==> src/inc/temp_fmt_map.svh <==
// offsets, field positions, reset values and counts of the temperature block
`ifndef TEMP_FMT_MAP_SVH
`define TEMP_FMT_MAP_SVH

// ---------------------------------------------------------------
// register offsets
// ---------------------------------------------------------------
`define TF_ADDR_VAL_R1     8'h25
`define TF_ADDR_VAL_LOC    8'h26
`define TF_ADDR_VAL_R2     8'h27
`define TF_ADDR_OFS_R1     8'h70
`define TF_ADDR_OFS_LOC    8'h71
`define TF_ADDR_OFS_R2     8'h72
`define TF_ADDR_EXT_LSBS   8'h77
`define TF_ADDR_CFG5       8'h7c
`define TF_ADDR_IRQ_STAT   8'h7e
`define TF_ADDR_IRQ_MASK   8'h7f

// ---------------------------------------------------------------
// field positions and reset values
// ---------------------------------------------------------------
`define TF_CFG5_COMPAT_BIT 1
`define TF_EXT_R2_HI       7
`define TF_EXT_R2_LO       6
`define TF_EXT_LOC_HI      5
`define TF_EXT_LOC_LO      4
`define TF_EXT_R1_HI       3
`define TF_EXT_R1_LO       2
`define TF_OFS_RESET       8'h00
`define TF_VAL_RESET       10'h000
`define TF_IRQ_NEW_LSB     0
`define TF_IRQ_FAULT_LSB   3

// ---------------------------------------------------------------
// encodings in quarter degrees, averaging and settling counts
// ---------------------------------------------------------------
`define TF_AVG_COUNT       16
`define TF_AVG_SHIFT       4
`define TF_EXT_BIAS_Q      13'sd256
`define TF_TC_MIN_Q        (-13'sd252)
`define TF_TC_MAX_Q        13'sd511
`define TF_EXT_MIN_Q       13'sd4
`define TF_EXT_MAX_Q       13'sd1023
`define TF_TC_FAULT        10'h200
`define TF_EXT_FAULT       10'h000
`define TF_SETTLE_CYC      8

`endif

==> src/inc/temp_fmt_pkg.sv <==
// types shared by the temperature result formatter and its sequencer
package temp_fmt_pkg;

	typedef enum logic [1:0] {
		CH_REMOTE_ONE,
		CH_LOCAL,
		CH_REMOTE_TWO
	} chan_t;

	typedef enum logic [1:0] {
		CUR_BASE,
		CUR_FIRST_MULT,
		CUR_SECOND_MULT
	} cur_t;

	typedef enum logic [1:0] {
		SQ_IDLE,
		SQ_SETTLE,
		SQ_CONV,
		SQ_DONE
	} seq_st_t;

	// converter request toward the analog front end
	typedef struct packed {
		logic  start;
		chan_t chan;
		cur_t  cur;
	} adc_req_t;

	typedef struct packed {
		seq_st_t            st;
		chan_t              chan;
		logic [1:0]         phase;
		logic [7:0]         wait_cnt;
		logic [3:0][9:0]    smp;
		adc_req_t           req;
		logic               res_valid;
		logic signed [11:0] res_raw;
	} seq_state_t;

	typedef struct packed {
		chan_t              chan;
		logic               busy;
		logic [3:0]         cnt;
		logic signed [15:0] acc;
		logic               fault_seen;
		logic [2:0][7:0]    offset;
		logic [2:0][9:0]    value;
		logic [2:0][9:0]    shadow;
		logic [2:0]         pend;
		logic               frozen;
		logic [2:0]         unread;
		logic               compat;
		logic [5:0]         status;
		logic [5:0]         mask;
		logic [7:0]         rd_data;
		logic               irq;
		logic               meas_req;
	} fmt_state_t;

endpackage

==> src/logic/diode_excite_seq.sv <==
// excitation current sequencer and difference extraction for one measurement
`timescale 1ns/1ns
`include "temp_fmt_map.svh"

module diode_excite_seq #(
	parameter int SETTLE_CYC = `TF_SETTLE_CYC
) (
	input  wire logic                 clk,
	input  wire logic                 rst,
	input  wire logic                 meas_req,
	input  wire temp_fmt_pkg::chan_t  meas_chan,
	input  wire logic                 adc_done,
	input  wire logic [9:0]           adc_code,
	output temp_fmt_pkg::adc_req_t    adc_req,
	output logic                      res_valid,
	output logic signed [11:0]        res_raw
);

	temp_fmt_pkg::seq_state_t s_r;
	temp_fmt_pkg::seq_state_t s_nxt;
	logic signed [12:0]       d_first;
	logic signed [12:0]       d_second;
	logic signed [12:0]       combo;

	// ---------------------------------------------------------------
	// phase 0 base, 1 first multiple, 2 base, 3 second multiple
	// ---------------------------------------------------------------
	function automatic temp_fmt_pkg::cur_t cur_of(input logic [1:0] ph);
		unique case (ph)
			2'h1:    cur_of = temp_fmt_pkg::CUR_FIRST_MULT;
			2'h3:    cur_of = temp_fmt_pkg::CUR_SECOND_MULT;
			default: cur_of = temp_fmt_pkg::CUR_BASE;
		endcase
	endfunction

	// series resistance drops out of twice the first step minus the second
	assign d_first  = 13'(signed'({1'b0, s_r.smp[1]})) -
	                  13'(signed'({1'b0, s_r.smp[0]}));
	assign d_second = 13'(signed'({1'b0, s_r.smp[3]})) -
	                  13'(signed'({1'b0, s_r.smp[2]}));
	assign combo    = 13'(d_first <<< 1) - d_second;

	always_comb begin
		s_nxt               = s_r;
		s_nxt.req.start     = 1'b0;
		s_nxt.res_valid     = 1'b0;
		unique case (s_r.st)
			temp_fmt_pkg::SQ_IDLE: begin
				if (meas_req) begin
					s_nxt.chan     = meas_chan;
					s_nxt.phase    = 2'h0;
					s_nxt.wait_cnt = 8'h00;
					s_nxt.req.chan = meas_chan;
					s_nxt.req.cur  = temp_fmt_pkg::CUR_BASE;
					s_nxt.st       = temp_fmt_pkg::SQ_SETTLE;
				end
			end
			temp_fmt_pkg::SQ_SETTLE: begin
				if (s_r.wait_cnt == 8'(SETTLE_CYC - 1)) begin
					s_nxt.req.start = 1'b1;
					s_nxt.st        = temp_fmt_pkg::SQ_CONV;
				end else begin
					s_nxt.wait_cnt = s_r.wait_cnt + 8'h01;
				end
			end
			temp_fmt_pkg::SQ_CONV: begin
				if (adc_done) begin
					s_nxt.smp[s_r.phase] = adc_code;
					if (s_r.chan == temp_fmt_pkg::CH_LOCAL ||
					    s_r.phase == 2'h3) begin
						s_nxt.req.cur = temp_fmt_pkg::CUR_BASE;
						s_nxt.st      = temp_fmt_pkg::SQ_DONE;
					end else begin
						s_nxt.phase    = s_r.phase + 2'h1;
						s_nxt.req.cur  = cur_of(s_r.phase + 2'h1);
						s_nxt.wait_cnt = 8'h00;
						s_nxt.st       = temp_fmt_pkg::SQ_SETTLE;
					end
				end
			end
			temp_fmt_pkg::SQ_DONE: begin
				s_nxt.res_valid = 1'b1;
				if (s_r.chan == temp_fmt_pkg::CH_LOCAL)
					s_nxt.res_raw = 12'(signed'({2'b00, s_r.smp[0]}) -
					                    `TF_EXT_BIAS_Q);
				else
					s_nxt.res_raw = combo[11:0];
				s_nxt.st = temp_fmt_pkg::SQ_IDLE;
			end
		endcase
	end

	always_ff @(posedge clk) begin
		if (rst) begin
			s_r           <= '0;
			s_r.st        <= temp_fmt_pkg::SQ_IDLE;
			s_r.req.cur   <= temp_fmt_pkg::CUR_BASE;
		end else begin
			s_r <= s_nxt;
		end
	end

	assign adc_req   = s_r.req;
	assign res_valid = s_r.res_valid;
	assign res_raw   = s_r.res_raw;

endmodule // diode_excite_seq

==> src/logic/temp_result_formatter.sv <==
// temperature averaging, offset, formatting and result register file
//
// Implementation choice: the plain strobed port.
`timescale 1ns/1ns
`include "temp_fmt_map.svh"

// What this block does
// - each result is ten bits, eight upper bits in the value register and two quarter-degree bits.
// - twos complement uses one degree per step, zero at all zeros, and 1000 0000 00 for a diode fault.
// - extended range adds 64 degrees, spans -63 to +191 and keeps all zeros for a diode fault.
// - sixteen consecutive measurements are averaged before a value register changes.
// - the two extra resolution bits of each result sit in the shared register at 0x77.
// - a remote measurement steps base to first multiple, then base to second multiple, and combines both steps.
// - a channel's signed offset is added to every measurement of that channel before storing.
// - the compatibility bit selects twos complement clamped to -63..+127, otherwise offset-64.
// - the shared register holds remote two in 7:6, local in 5:4 and remote one in 3:2.
// - reading the shared register freezes all value registers until each has been read.
// - offset registers are 8-bit twos complement, half a degree per step, reset to zero.
module temp_result_formatter #(
	parameter int SETTLE_CYC = `TF_SETTLE_CYC,
	parameter int AVG_COUNT  = `TF_AVG_COUNT
) (
	input  wire logic               clk,
	input  wire logic               rst,
	input  wire logic [7:0]         addr,
	input  wire logic [7:0]         wr_data,
	input  wire logic               wr_en,
	input  wire logic               rd_en,
	output logic [7:0]              rd_data,
	output logic                    irq,
	input  wire logic               remote_one_fault,
	input  wire logic               remote_two_fault,
	input  wire logic               adc_done,
	input  wire logic [9:0]         adc_code,
	output temp_fmt_pkg::adc_req_t  adc_req
);

	// all state of the block except the fault synchronisers, filled in one place and registered in one
	typedef temp_fmt_pkg::fmt_state_t fmt_state_t_alias;

	fmt_state_t_alias   s_r;
	fmt_state_t_alias   s_nxt;
	logic [1:0]         f1_sync_r;
	logic [1:0]         f2_sync_r;
	logic               res_valid;
	logic signed [11:0] res_raw;
	logic signed [15:0] acc_sum;
	logic signed [12:0] avg_q;
	logic signed [12:0] corr_q;
	logic [9:0]         fmt_code;
	logic               cur_fault;
	logic [2:0]         ev_new;
	logic [2:0]         ev_fault;
	logic [2:0]         rd_val_hit;

	// ---------------------------------------------------------------
	// helpers
	// ---------------------------------------------------------------
	// value register address to channel one-hot, used by the freeze release on value reads
	function automatic logic [2:0] val_hit(input logic [7:0] a);
		val_hit = {a == `TF_ADDR_VAL_R2, a == `TF_ADDR_VAL_LOC,
		           a == `TF_ADDR_VAL_R1};
	endfunction

	function automatic int unsigned chan_idx(input temp_fmt_pkg::chan_t c);
		unique case (c)
			temp_fmt_pkg::CH_REMOTE_ONE: chan_idx = 0;
			temp_fmt_pkg::CH_LOCAL:      chan_idx = 1;
			temp_fmt_pkg::CH_REMOTE_TWO: chan_idx = 2;
			default:                     chan_idx = 0;
		endcase
	endfunction

	function automatic temp_fmt_pkg::chan_t chan_next(
		input temp_fmt_pkg::chan_t c);
		unique case (c)
			temp_fmt_pkg::CH_REMOTE_ONE: chan_next = temp_fmt_pkg::CH_LOCAL;
			temp_fmt_pkg::CH_LOCAL:      chan_next = temp_fmt_pkg::CH_REMOTE_TWO;
			default:                     chan_next = temp_fmt_pkg::CH_REMOTE_ONE;
		endcase
	endfunction

	// quarter-degree reading to ten-bit code in the selected encoding
	function automatic logic [9:0] encode(input logic signed [12:0] q,
	                                     input logic fault,
	                                     input logic compat);
		logic signed [12:0] e;
		e = 13'sd0;
		if (compat) begin
			if (fault)
				encode = `TF_TC_FAULT;
			else if (q < `TF_TC_MIN_Q)
				encode = 10'(`TF_TC_MIN_Q);
			else if (q > `TF_TC_MAX_Q)
				encode = 10'(`TF_TC_MAX_Q);
			else
				encode = q[9:0];
		end else begin
			e = q + `TF_EXT_BIAS_Q;
			if (fault)
				encode = `TF_EXT_FAULT;
			else if (e < `TF_EXT_MIN_Q)
				encode = 10'(`TF_EXT_MIN_Q);
			else if (e > `TF_EXT_MAX_Q)
				encode = 10'(`TF_EXT_MAX_Q);
			else
				encode = e[9:0];
		end
	endfunction

	// ---------------------------------------------------------------
	// fault pins come from the analog side, so two flops each
	// ---------------------------------------------------------------
	always_ff @(posedge clk) begin
		if (rst) begin
			f1_sync_r <= 2'h0;
			f2_sync_r <= 2'h0;
		end else begin
			f1_sync_r <= {f1_sync_r[0], remote_one_fault};
			f2_sync_r <= {f2_sync_r[0], remote_two_fault};
		end
	end

	always_comb begin
		unique case (s_r.chan)
			temp_fmt_pkg::CH_REMOTE_ONE: cur_fault = f1_sync_r[1];
			temp_fmt_pkg::CH_REMOTE_TWO: cur_fault = f2_sync_r[1];
			default:                     cur_fault = 1'b0;
		endcase
	end

	// ---------------------------------------------------------------
	// measurement sequencer
	// ---------------------------------------------------------------
	diode_excite_seq #(
		.SETTLE_CYC (SETTLE_CYC)
	) u_seq (
		.clk       (clk),
		.rst       (rst),
		.meas_req  (s_r.meas_req),
		.meas_chan (s_r.chan),
		.adc_done  (adc_done),
		.adc_code  (adc_code),
		.adc_req   (adc_req),
		.res_valid (res_valid),
		.res_raw   (res_raw)
	);

	// ---------------------------------------------------------------
	// averaging and offset
	// ---------------------------------------------------------------
	assign acc_sum = s_r.acc + 16'(res_raw);
	assign avg_q   = 13'(acc_sum >>> `TF_AVG_SHIFT);
	// offset step is half a degree, two quarter-degree steps
	assign corr_q  = avg_q +
	                 13'(signed'({s_r.offset[chan_idx(s_r.chan)], 1'b0}));
	assign fmt_code = encode(corr_q, s_r.fault_seen | cur_fault, s_r.compat);
	assign rd_val_hit = rd_en ? val_hit(addr) : 3'h0;

	// ---------------------------------------------------------------
	// next state
	// ---------------------------------------------------------------
	always_comb begin
		s_nxt          = s_r;
		s_nxt.meas_req = 1'b0;
		ev_new         = 3'h0;
		ev_fault       = 3'h0;

		// start the next measurement once the last result came back
		if (!s_r.busy) begin
			s_nxt.meas_req = 1'b1;
			s_nxt.busy     = 1'b1;
		end

		if (res_valid) begin
			s_nxt.busy       = 1'b0;
			s_nxt.fault_seen = s_r.fault_seen | cur_fault;
			if (s_r.cnt == 4'(AVG_COUNT - 1)) begin
				// complete result moves as one ten-bit word
				s_nxt.shadow[chan_idx(s_r.chan)] = fmt_code;
				s_nxt.pend[chan_idx(s_r.chan)]   = 1'b1;
				ev_new[chan_idx(s_r.chan)]       = 1'b1;
				ev_fault[chan_idx(s_r.chan)]     = s_r.fault_seen | cur_fault;
				s_nxt.acc        = 16'sd0;
				s_nxt.cnt        = 4'h0;
				s_nxt.fault_seen = 1'b0;
				s_nxt.chan       = chan_next(s_r.chan);
			end else begin
				s_nxt.acc = acc_sum;
				s_nxt.cnt = s_r.cnt + 4'h1;
			end
		end

		// freeze: a shared-register read arms it, value reads release it
		if (rd_en && addr == `TF_ADDR_EXT_LSBS) begin
			s_nxt.frozen = 1'b1;
			s_nxt.unread = 3'h7;
		end else if (s_r.frozen) begin
			s_nxt.unread = s_r.unread & ~rd_val_hit;
			if ((s_r.unread & ~rd_val_hit) == 3'h0)
				s_nxt.frozen = 1'b0;
		end

		// an extended read in this cycle already holds them back
		if (!s_nxt.frozen) begin
			for (int i = 0; i < 3; i++) begin
				if (s_nxt.pend[i]) begin
					s_nxt.value[i] = s_nxt.shadow[i];
					s_nxt.pend[i]  = 1'b0;
				end
			end
		end

		// register writes
		if (wr_en) begin
			unique case (addr)
				`TF_ADDR_OFS_R1:  s_nxt.offset[0] = wr_data;
				`TF_ADDR_OFS_LOC: s_nxt.offset[1] = wr_data;
				`TF_ADDR_OFS_R2:  s_nxt.offset[2] = wr_data;
				`TF_ADDR_CFG5:
					s_nxt.compat = wr_data[`TF_CFG5_COMPAT_BIT];
				`TF_ADDR_IRQ_MASK: s_nxt.mask = wr_data[5:0];
				`TF_ADDR_IRQ_STAT: s_nxt.status = s_r.status & ~wr_data[5:0];
				default: ;
			endcase
		end
		// a new event beats a clear in the same cycle
		s_nxt.status = s_nxt.status | {ev_fault, ev_new};
		s_nxt.irq    = |(s_nxt.status & s_nxt.mask);

		// register reads, data stands one cycle later
		s_nxt.rd_data = 8'h00;
		if (rd_en) begin
			unique case (addr)
				`TF_ADDR_VAL_R1:   s_nxt.rd_data = s_r.value[0][9:2];
				`TF_ADDR_VAL_LOC:  s_nxt.rd_data = s_r.value[1][9:2];
				`TF_ADDR_VAL_R2:   s_nxt.rd_data = s_r.value[2][9:2];
				`TF_ADDR_OFS_R1:   s_nxt.rd_data = s_r.offset[0];
				`TF_ADDR_OFS_LOC:  s_nxt.rd_data = s_r.offset[1];
				`TF_ADDR_OFS_R2:   s_nxt.rd_data = s_r.offset[2];
				`TF_ADDR_EXT_LSBS: begin
					s_nxt.rd_data[`TF_EXT_R2_HI:`TF_EXT_R2_LO] =
						s_r.value[2][1:0];
					s_nxt.rd_data[`TF_EXT_LOC_HI:`TF_EXT_LOC_LO] =
						s_r.value[1][1:0];
					s_nxt.rd_data[`TF_EXT_R1_HI:`TF_EXT_R1_LO] =
						s_r.value[0][1:0];
				end
				`TF_ADDR_CFG5:
					s_nxt.rd_data[`TF_CFG5_COMPAT_BIT] = s_r.compat;
				`TF_ADDR_IRQ_STAT: s_nxt.rd_data = {2'b00, s_r.status};
				`TF_ADDR_IRQ_MASK: s_nxt.rd_data = {2'b00, s_r.mask};
				default:           s_nxt.rd_data = 8'h00;
			endcase
		end
	end

	// ---------------------------------------------------------------
	// state register
	// ---------------------------------------------------------------
	always_ff @(posedge clk) begin
		if (rst) begin
			s_r           <= '0;
			s_r.chan      <= temp_fmt_pkg::CH_REMOTE_ONE;
			s_r.offset    <= {3{`TF_OFS_RESET}};
			s_r.value     <= {3{`TF_VAL_RESET}};
			s_r.shadow    <= {3{`TF_VAL_RESET}};
		end else begin
			s_r <= s_nxt;
		end
	end

	assign rd_data = s_r.rd_data;
	assign irq     = s_r.irq;

endmodule // temp_result_formatter
==> config.mk <==
export PLATFORM = sky130hd
export DESIGN_NAME = temp_result_formatter
export DESIGN_NICKNAME = d
export VERILOG_FILES = /design/src/inc/temp_fmt_pkg.sv /design/src/logic/diode_excite_seq.sv /design/src/logic/temp_result_formatter.sv
export VERILOG_INCLUDE_DIRS = /design/src /design/src/inc
export SDC_FILE = /design/constraint.sdc
export NUM_CORES = 1
export LEC_CHECK = 0
export BUFFER_PORTS_ARGS = -buffer_cell sky130_fd_sc_hd__clkbuf_2
export CORE_MARGIN = 5
export CORE_UTILIZATION = 55
export CTS_CLUSTER_DIAMETER = 100
export DETAILED_ROUTE_END_ITERATION = 7
export PLACE_DENSITY = 0.72
export RECOVER_POWER = 25
export SLEW_MARGIN = 10
export SYNTH_ARGS = -nofsm -noshare
export SYNTH_HDL_FRONTEND = slang
export SYNTH_SLANG_ARGS = --single-unit
==> constraint.sdc <==
create_clock -name clk -period 7.8 [get_ports clk]
set_clock_uncertainty 0.1 [all_clocks]
set_input_delay 0.78 -clock clk [delete_from_list [all_inputs] [get_ports clk]]
set_output_delay 0.78 -clock clk [all_outputs]
set_load 0.02 [all_outputs]
==> reports/results.ini, run 1 <==
[die]
core-area_mm2=0.0212
dieHeight_um=157
row_count=53
ioPinCount=47
dieArea_mm2=0.0246
die_width_um=157
initial_core_util=0.561

[global_routing]
grt_max_degree=131
grtUsageTotal=0.235
grt_pass1_wl_mm=48.1
gr-total-overflow=0
grt_pass1_vias=9744
antenna_found_initial=0

[placement]
dp_hpwl_mm=21.1
io_buffers=46
gp_congestion=0.875
post_dp_cell_area_mm2=0.0122
pre_cts_ws_ns=1.72

[yosys]
yosys_warnings=0
syn_avg_cell_area_um2=8.33
synth_cells=1425
synth_ff_type=dfxtp_1
synth_edf_count=0
netlist_area_mm2=0.0119
async_flop_share=0
syn_nets=1540
synth_cell_type_count=90
ys_ff_latch=212
ys_seq_area_frac=0.357

[sta]
grt_setup_unrepaired=no
fin_crit_ns=6.31
finalHoldWorstSlack_ns=0.280
final-max-slew-violation-count=131
max_freq_ghz=0.158
worstMarginPinSlew_ns=5.53
hold_viol_final=0
fin_ws_ns=1.49
slew-limit-headroom=-2.69
min_period_over_period=0.809
finalSetupViolCount=0
final.setup.tns_ns=0

[detailed_routing]
ant_nets=0
wl_per_cell_um=17.0
wirelength_mm=29.1
drc=0
dr_wl_met3_mm=1.53
wl_met1_mm=12.6
top_layer=met4
via_per_inst=5.92
met2_wirelength_mm=13.9
first_pass_iters=8
vias=10200
drtIter0Drc=711

[finish]
final_cell_mix=dfxtp_1 (212), nand2_1 (170), nor2_1 (151), a21oi_1 (97), ha_1 (77)
mostFrequentLayoutCell=dfxtp_1
layout.nets=1541
drive_above_1_share=0.0881
diodes=0
n_fill_cell=1887
regArea_mm2=0.00424
design_area_mm2=0.0130
areaGrowthSynthToFinish_pct=9.07
multiInputGateArea_mm2=0.00706

[worst_setup_path]
crit_top_cell=ha_1
path_cells=ha_1 > fa_1 > nand3_1 > a21oi_1 > o21ai_0 > a22oi_1 > a41o_1 > o41ai_1 > xnor2_1 > ha_1 > o21a_1 > a21oi_2 > o21a_1 > or2_2 > ha_1 > nand2_1 > o21ai_0 > mux2_1 > a311o_1 > o31ai_4 > o21bai_4 > a32oi_1 > a211oi_1
crit_family=compound AO/OA/AOI/OAI gates
crit_start=s_r[115]
start_kind=flop
slowest_stage=o41ai_1
cp.arrival_ns=6.37
crit_required_ns=7.86
cp-end-kind=flop
crit_type=flop to flop
slowest_delay_ns=0.46
path_max_fanout=18
path_buf_inv=0
crit-reg2reg-launch=s_r[115]

[cts]
insertion_delay_ns=0.53
cts.sink_count=212
cts_root_buf=clkbuf_16
cts_max_path_buffers=3
clkTransAtPathRegs_ns=0.06
cts_resized=0
holdBufCountCts=0
cts_setup_buffers=0
htree_levels=1
tritoncts=built
cts_buffers=24

[run_status]
violations=max-capacitance violations, max-slew violations
outcome=finished with violations

[flow_run]
max_cap_viol_count=1

[power]
total_power_mw=2.73
vdd_drop_max_mv=0.232
power_density_mw_per_mm2=211
p_leak_nw=4.80

[worst_hold_path]
holdCritStartpoint=s_r[135]
hold_class=flop to flop

[routing by layer]
layer	global-route usage	vias to the layer above
met4	0.0938	0
met1	0.300	4766
met2	0.403	262
met3	0.0330	61
li1	-	5072
met5	0	-
[power by group]
part | internal (mW) | switching, mW
clock network | 0.695 | 0.458
logic | 0.188 | 0.279
registers | 1.10 | 0.0135
total | 1.98 | 0.751
[synthesized netlist by cell type (all sizes together), types with 16 or more instances]
master	n	share of area
dfxtp	212	0.36
nand2	171	0.054
nor2	155	0.050
a21oi	98	0.042
ha	77	0.081
clkbuf	61	0.019
o21ai	59	0.025
inv	56	0.018
mux2i	47	0.040
nand3	38	0.016
nor3	31	0.013
a211oi	29	0.021
a31oi	27	0.014
xnor2	23	0.017
xor2	22	0.017
a22oi	21	0.013
and2	21	0.011
nand2b	20	0.011
buf	17	0.010
nor2b	17	0.0090
o211ai	16	0.012
[cell type report]
type                            count  area share
Clock buffer                       31      0.0538
Clock inverter                     11     0.00947
Sequential cell                   212       0.328
Inverter                           57      0.0169
Tap cell                          275      0.0266
Timing Repair Buffer               53      0.0201
Multi-Input combinational cell   1078       0.545
[worst reg2reg max path, stage by stage (launching register included)]
cell	delay (ns)
dfxtp_1	0.32
ha_1	0.23
fa_1	0.41
nand3_1	0.12
a21oi_1	0.14
o21ai_0	0.26
a22oi_1	0.15
a41o_1	0.28
o41ai_1	0.46
xnor2_1	0.20
ha_1	0.38
o21a_1	0.19
a21oi_2	0.09
o21a_1	0.25
or2_2	0.35
ha_1	0.28
nand2_1	0.09
o21ai_0	0.06
mux2_1	0.31
a311o_1	0.36
o31ai_4	0.30
o21bai_4	0.24
a32oi_1	0.29
a211oi_1	0.11
[worst paths after layout]
check / to / cells after the start / slack (ns)
min: s_r[0] / 1 / 0.28
max: s_r[88] / 23 / 1.49
min reg2reg: s_r[0] / 1 / 0.28
max reg2reg: s_r[88] / 23 / 1.49
[cell families after synthesis]
family          Yosys count  share of synthesized area
xor+xnor                 46                     0.0357
fa+ha+maj                82                     0.0896
mux                      49                     0.0415
simple gates            536                      0.217
buf+inv                 135                     0.0482
compound gates          365                      0.211
flops                   212                      0.357
[metrics by stage]
stage | util | instances
2_1_floorplan | - | 1425
3_3_place_gp | 0.575 | 1675
3_5_place_dp | 0.575 | 1675
4_1_cts | 0.614 | 1717
5_1_grt | 0.612 | 1717
6_report | 0.612 | 1717
Power figures use the tool's default switching activity.
==> run 2: changes to the inputs <==
Clock period 7.8 ns to 6.45 ns, I/O delays scaled along.
==> run 2 against run 1 <==
  * The run still ends with max-capacitance violations, max-slew violations left
  * Sequential cell count stayed put
  * Combinational power increased by 20%
  * Core utilization about the same
  * Global-route usage shrank 0.70 points
  * Critical endpoint is now s_r[60]
  * Fmax is 5.2% higher
  * Highest routed layer unchanged
==> reports/results.ini, run 2 (same netlist as run 1, synthesis figures left out) <==
[detailed_routing]
drc=0  ; unchanged
first_pass_iters=5  ; -3
via_per_inst=5.81  ; -1.9%
vias=9994  ; -1.6%
drtIter0Drc=639  ; -10%
wl_per_cell_um=16.5  ; -2.8%
wirelength_mm=28.4  ; -2.6%
ant_nets=0  ; unchanged

[worst_setup_path]
path_max_fanout=18  ; unchanged
slowest_delay_ns=0.41  ; -0.05 ns
crit_family=compound AO/OA/AOI/OAI gates
crit-reg2reg-launch=s_r[115]
start_kind=flop
cp-end-kind=flop
crit_type=flop to flop
crit_start=s_r[115]
crit_required_ns=6.74  ; -1.12 ns
slowest_stage=fa_1
crit_top_cell=ha_1
path_cells=ha_1 > fa_1 > nand3_1 > a21oi_1 > o21ai_0 > a22oi_1 > a41o_1 > nor2_1 > xnor2_1 > ha_1 > or3_4 > a21oi_2 > nor3_1 > or2_2 > ha_1 > nand2_1 > o21ai_0 > mux2_1 > a311o_1 > o31ai_4 > o21bai_4 > o211ai_1 > o211ai_1
path_buf_inv=0  ; unchanged
cp.arrival_ns=6.29  ; -0.08 ns

[finish]
drive_above_1_share=0.0864  ; -0.00163
mostFrequentLayoutCell=dfxtp_1
diodes=0  ; unchanged
areaGrowthSynthToFinish_pct=9.13  ; about the same
final_cell_mix=dfxtp_1 (212), nand2_1 (170), nor2_1 (153), a21oi_1 (97), ha_1 (77)
layout.nets=1545  ; +0.26%

[die]
core-area_mm2=0.0212  ; unchanged
dieHeight_um=157  ; unchanged
die_width_um=157  ; unchanged
dieArea_mm2=0.0246  ; unchanged
initial_core_util=0.561  ; unchanged
row_count=53  ; unchanged
ioPinCount=47  ; unchanged

[sta]
slew-limit-headroom=-0.0250  ; +2.66
grt_setup_unrepaired=no
max_freq_ghz=0.167  ; +5.2%
final-max-slew-violation-count=11  ; -92%
fin_crit_ns=6.00  ; -0.311 ns
worstMarginPinSlew_ns=1.53  ; -4.00 ns
min_period_over_period=0.930  ; +0.121
fin_ws_ns=0.449  ; -1.04 ns
hold_viol_final=0  ; unchanged
final.setup.tns_ns=0  ; unchanged
finalSetupViolCount=0  ; unchanged

[power]
power_density_mw_per_mm2=252  ; +19%
p_int_mw=2.38  ; +20%
combPwrFrac=0.172  ; about the same
p_leak_nw=4.81  ; +0.23%
switchingPower_mw=0.889  ; +18%
vdd_drop_max_mv=0.225  ; -3.2%
pwr-share-clk=0.417  ; -0.005
power_frac_seq=0.411  ; +0.004
sw_frac_of_total=0.272  ; -0.00274

[global_routing]
grtUsageTotal=0.228  ; -0.00701
grt_max_degree=129  ; -1.5%
grt_pass1_wl_mm=46.5  ; -3.2%
grt_pass1_vias=9192  ; -5.7%
antenna_found_initial=0  ; unchanged
gr-total-overflow=0  ; unchanged

[run_status]
violations=max-capacitance violations, max-slew violations
outcome=finished with violations

[worst_hold_path]
holdCritStartpoint=remote_two_fault
hold_class=input port to flop

[placement]
pre_cts_ws_ns=0.308  ; -1.41 ns
gp_congestion=0.860  ; -1.7%
dp_hpwl_mm=20.8  ; -1.7%
io_buffers=46  ; unchanged

[cts]
cts_root_buf=clkbuf_16
htree_levels=1  ; unchanged
cts.sink_count=212  ; unchanged
clkTransAtPathRegs_ns=0.06  ; about the same
cts_max_path_buffers=3  ; unchanged
insertion_delay_ns=0.52  ; about the same
cts_buffers=23  ; -4.2%
tritoncts=built

[flow_run]
max_cap_viol_count=1  ; unchanged

-- run 2: area by class of cell --
class | count | area, um^2
inverter | 57 | 219
tap | 275 | 344
clock buffer | 34 | 687
multi-input combinational | 1078 | 7060
clock inverter | 7 | 103
sequential | 212 | 4240
timing repair buffer | 58 | 304
fill | 1896 | 8200
-- run 2: what timing repair did --
action,in CTS,in global routing
buffers inserted,0,1
hold buffers,0,0
resized for setup,0,2
setup endpoints to repair,0,33
-- run 2: power groups by stage --
stage / sequential [mW] / combinational [mW] / clock (mW)
final: 1.34 / 0.561 / 1.36
after global routing: 1.35 / 0.636 / 1.44
after CTS: 1.34 / 0.562 / 1.39
after detailed placement: 1.37 / 0.557 / 0
after global placement: 1.37 / 0.550 / 0
after floorplan: 1.37 / 0.447 / 0
-- run 2: worst paths after layout --
path / to / slack, ns / depth (start not counted)
setup / recovery: s_r[60] / 0.45 / 23
hold / removal: f2_sync_r[0] / 0.23 / 2
setup reg to reg: s_r[60] / 0.45 / 23
hold reg to reg: s_r[0] / 0.28 / 1
-- run 2: through the flow --
stage	cells	instance area [um^2]	hold WS (ns)	utilization	power [mW]
floorplan	1425	11900	0.263	-	1.82
global placement	1679	12200	0.269	0.576	1.92
detailed placement	1679	12200	0.269	0.576	1.93
CTS	1720	13000	0.219	0.614	3.30
global route	1721	13000	0.239	0.613	3.42
finish	1721	13000	0.232	0.613	3.27
-- run 2: routing by layer --
layer / global-route usage / wire length, um / vias up
met5: 0 / 0 / -
met4: 0.0636 / 829 / 0
met3: 0.0330 / 1500 / 46
met2: 0.393 / 13500 / 234
met1: 0.300 / 12500 / 4639
li1: - / - / 5075
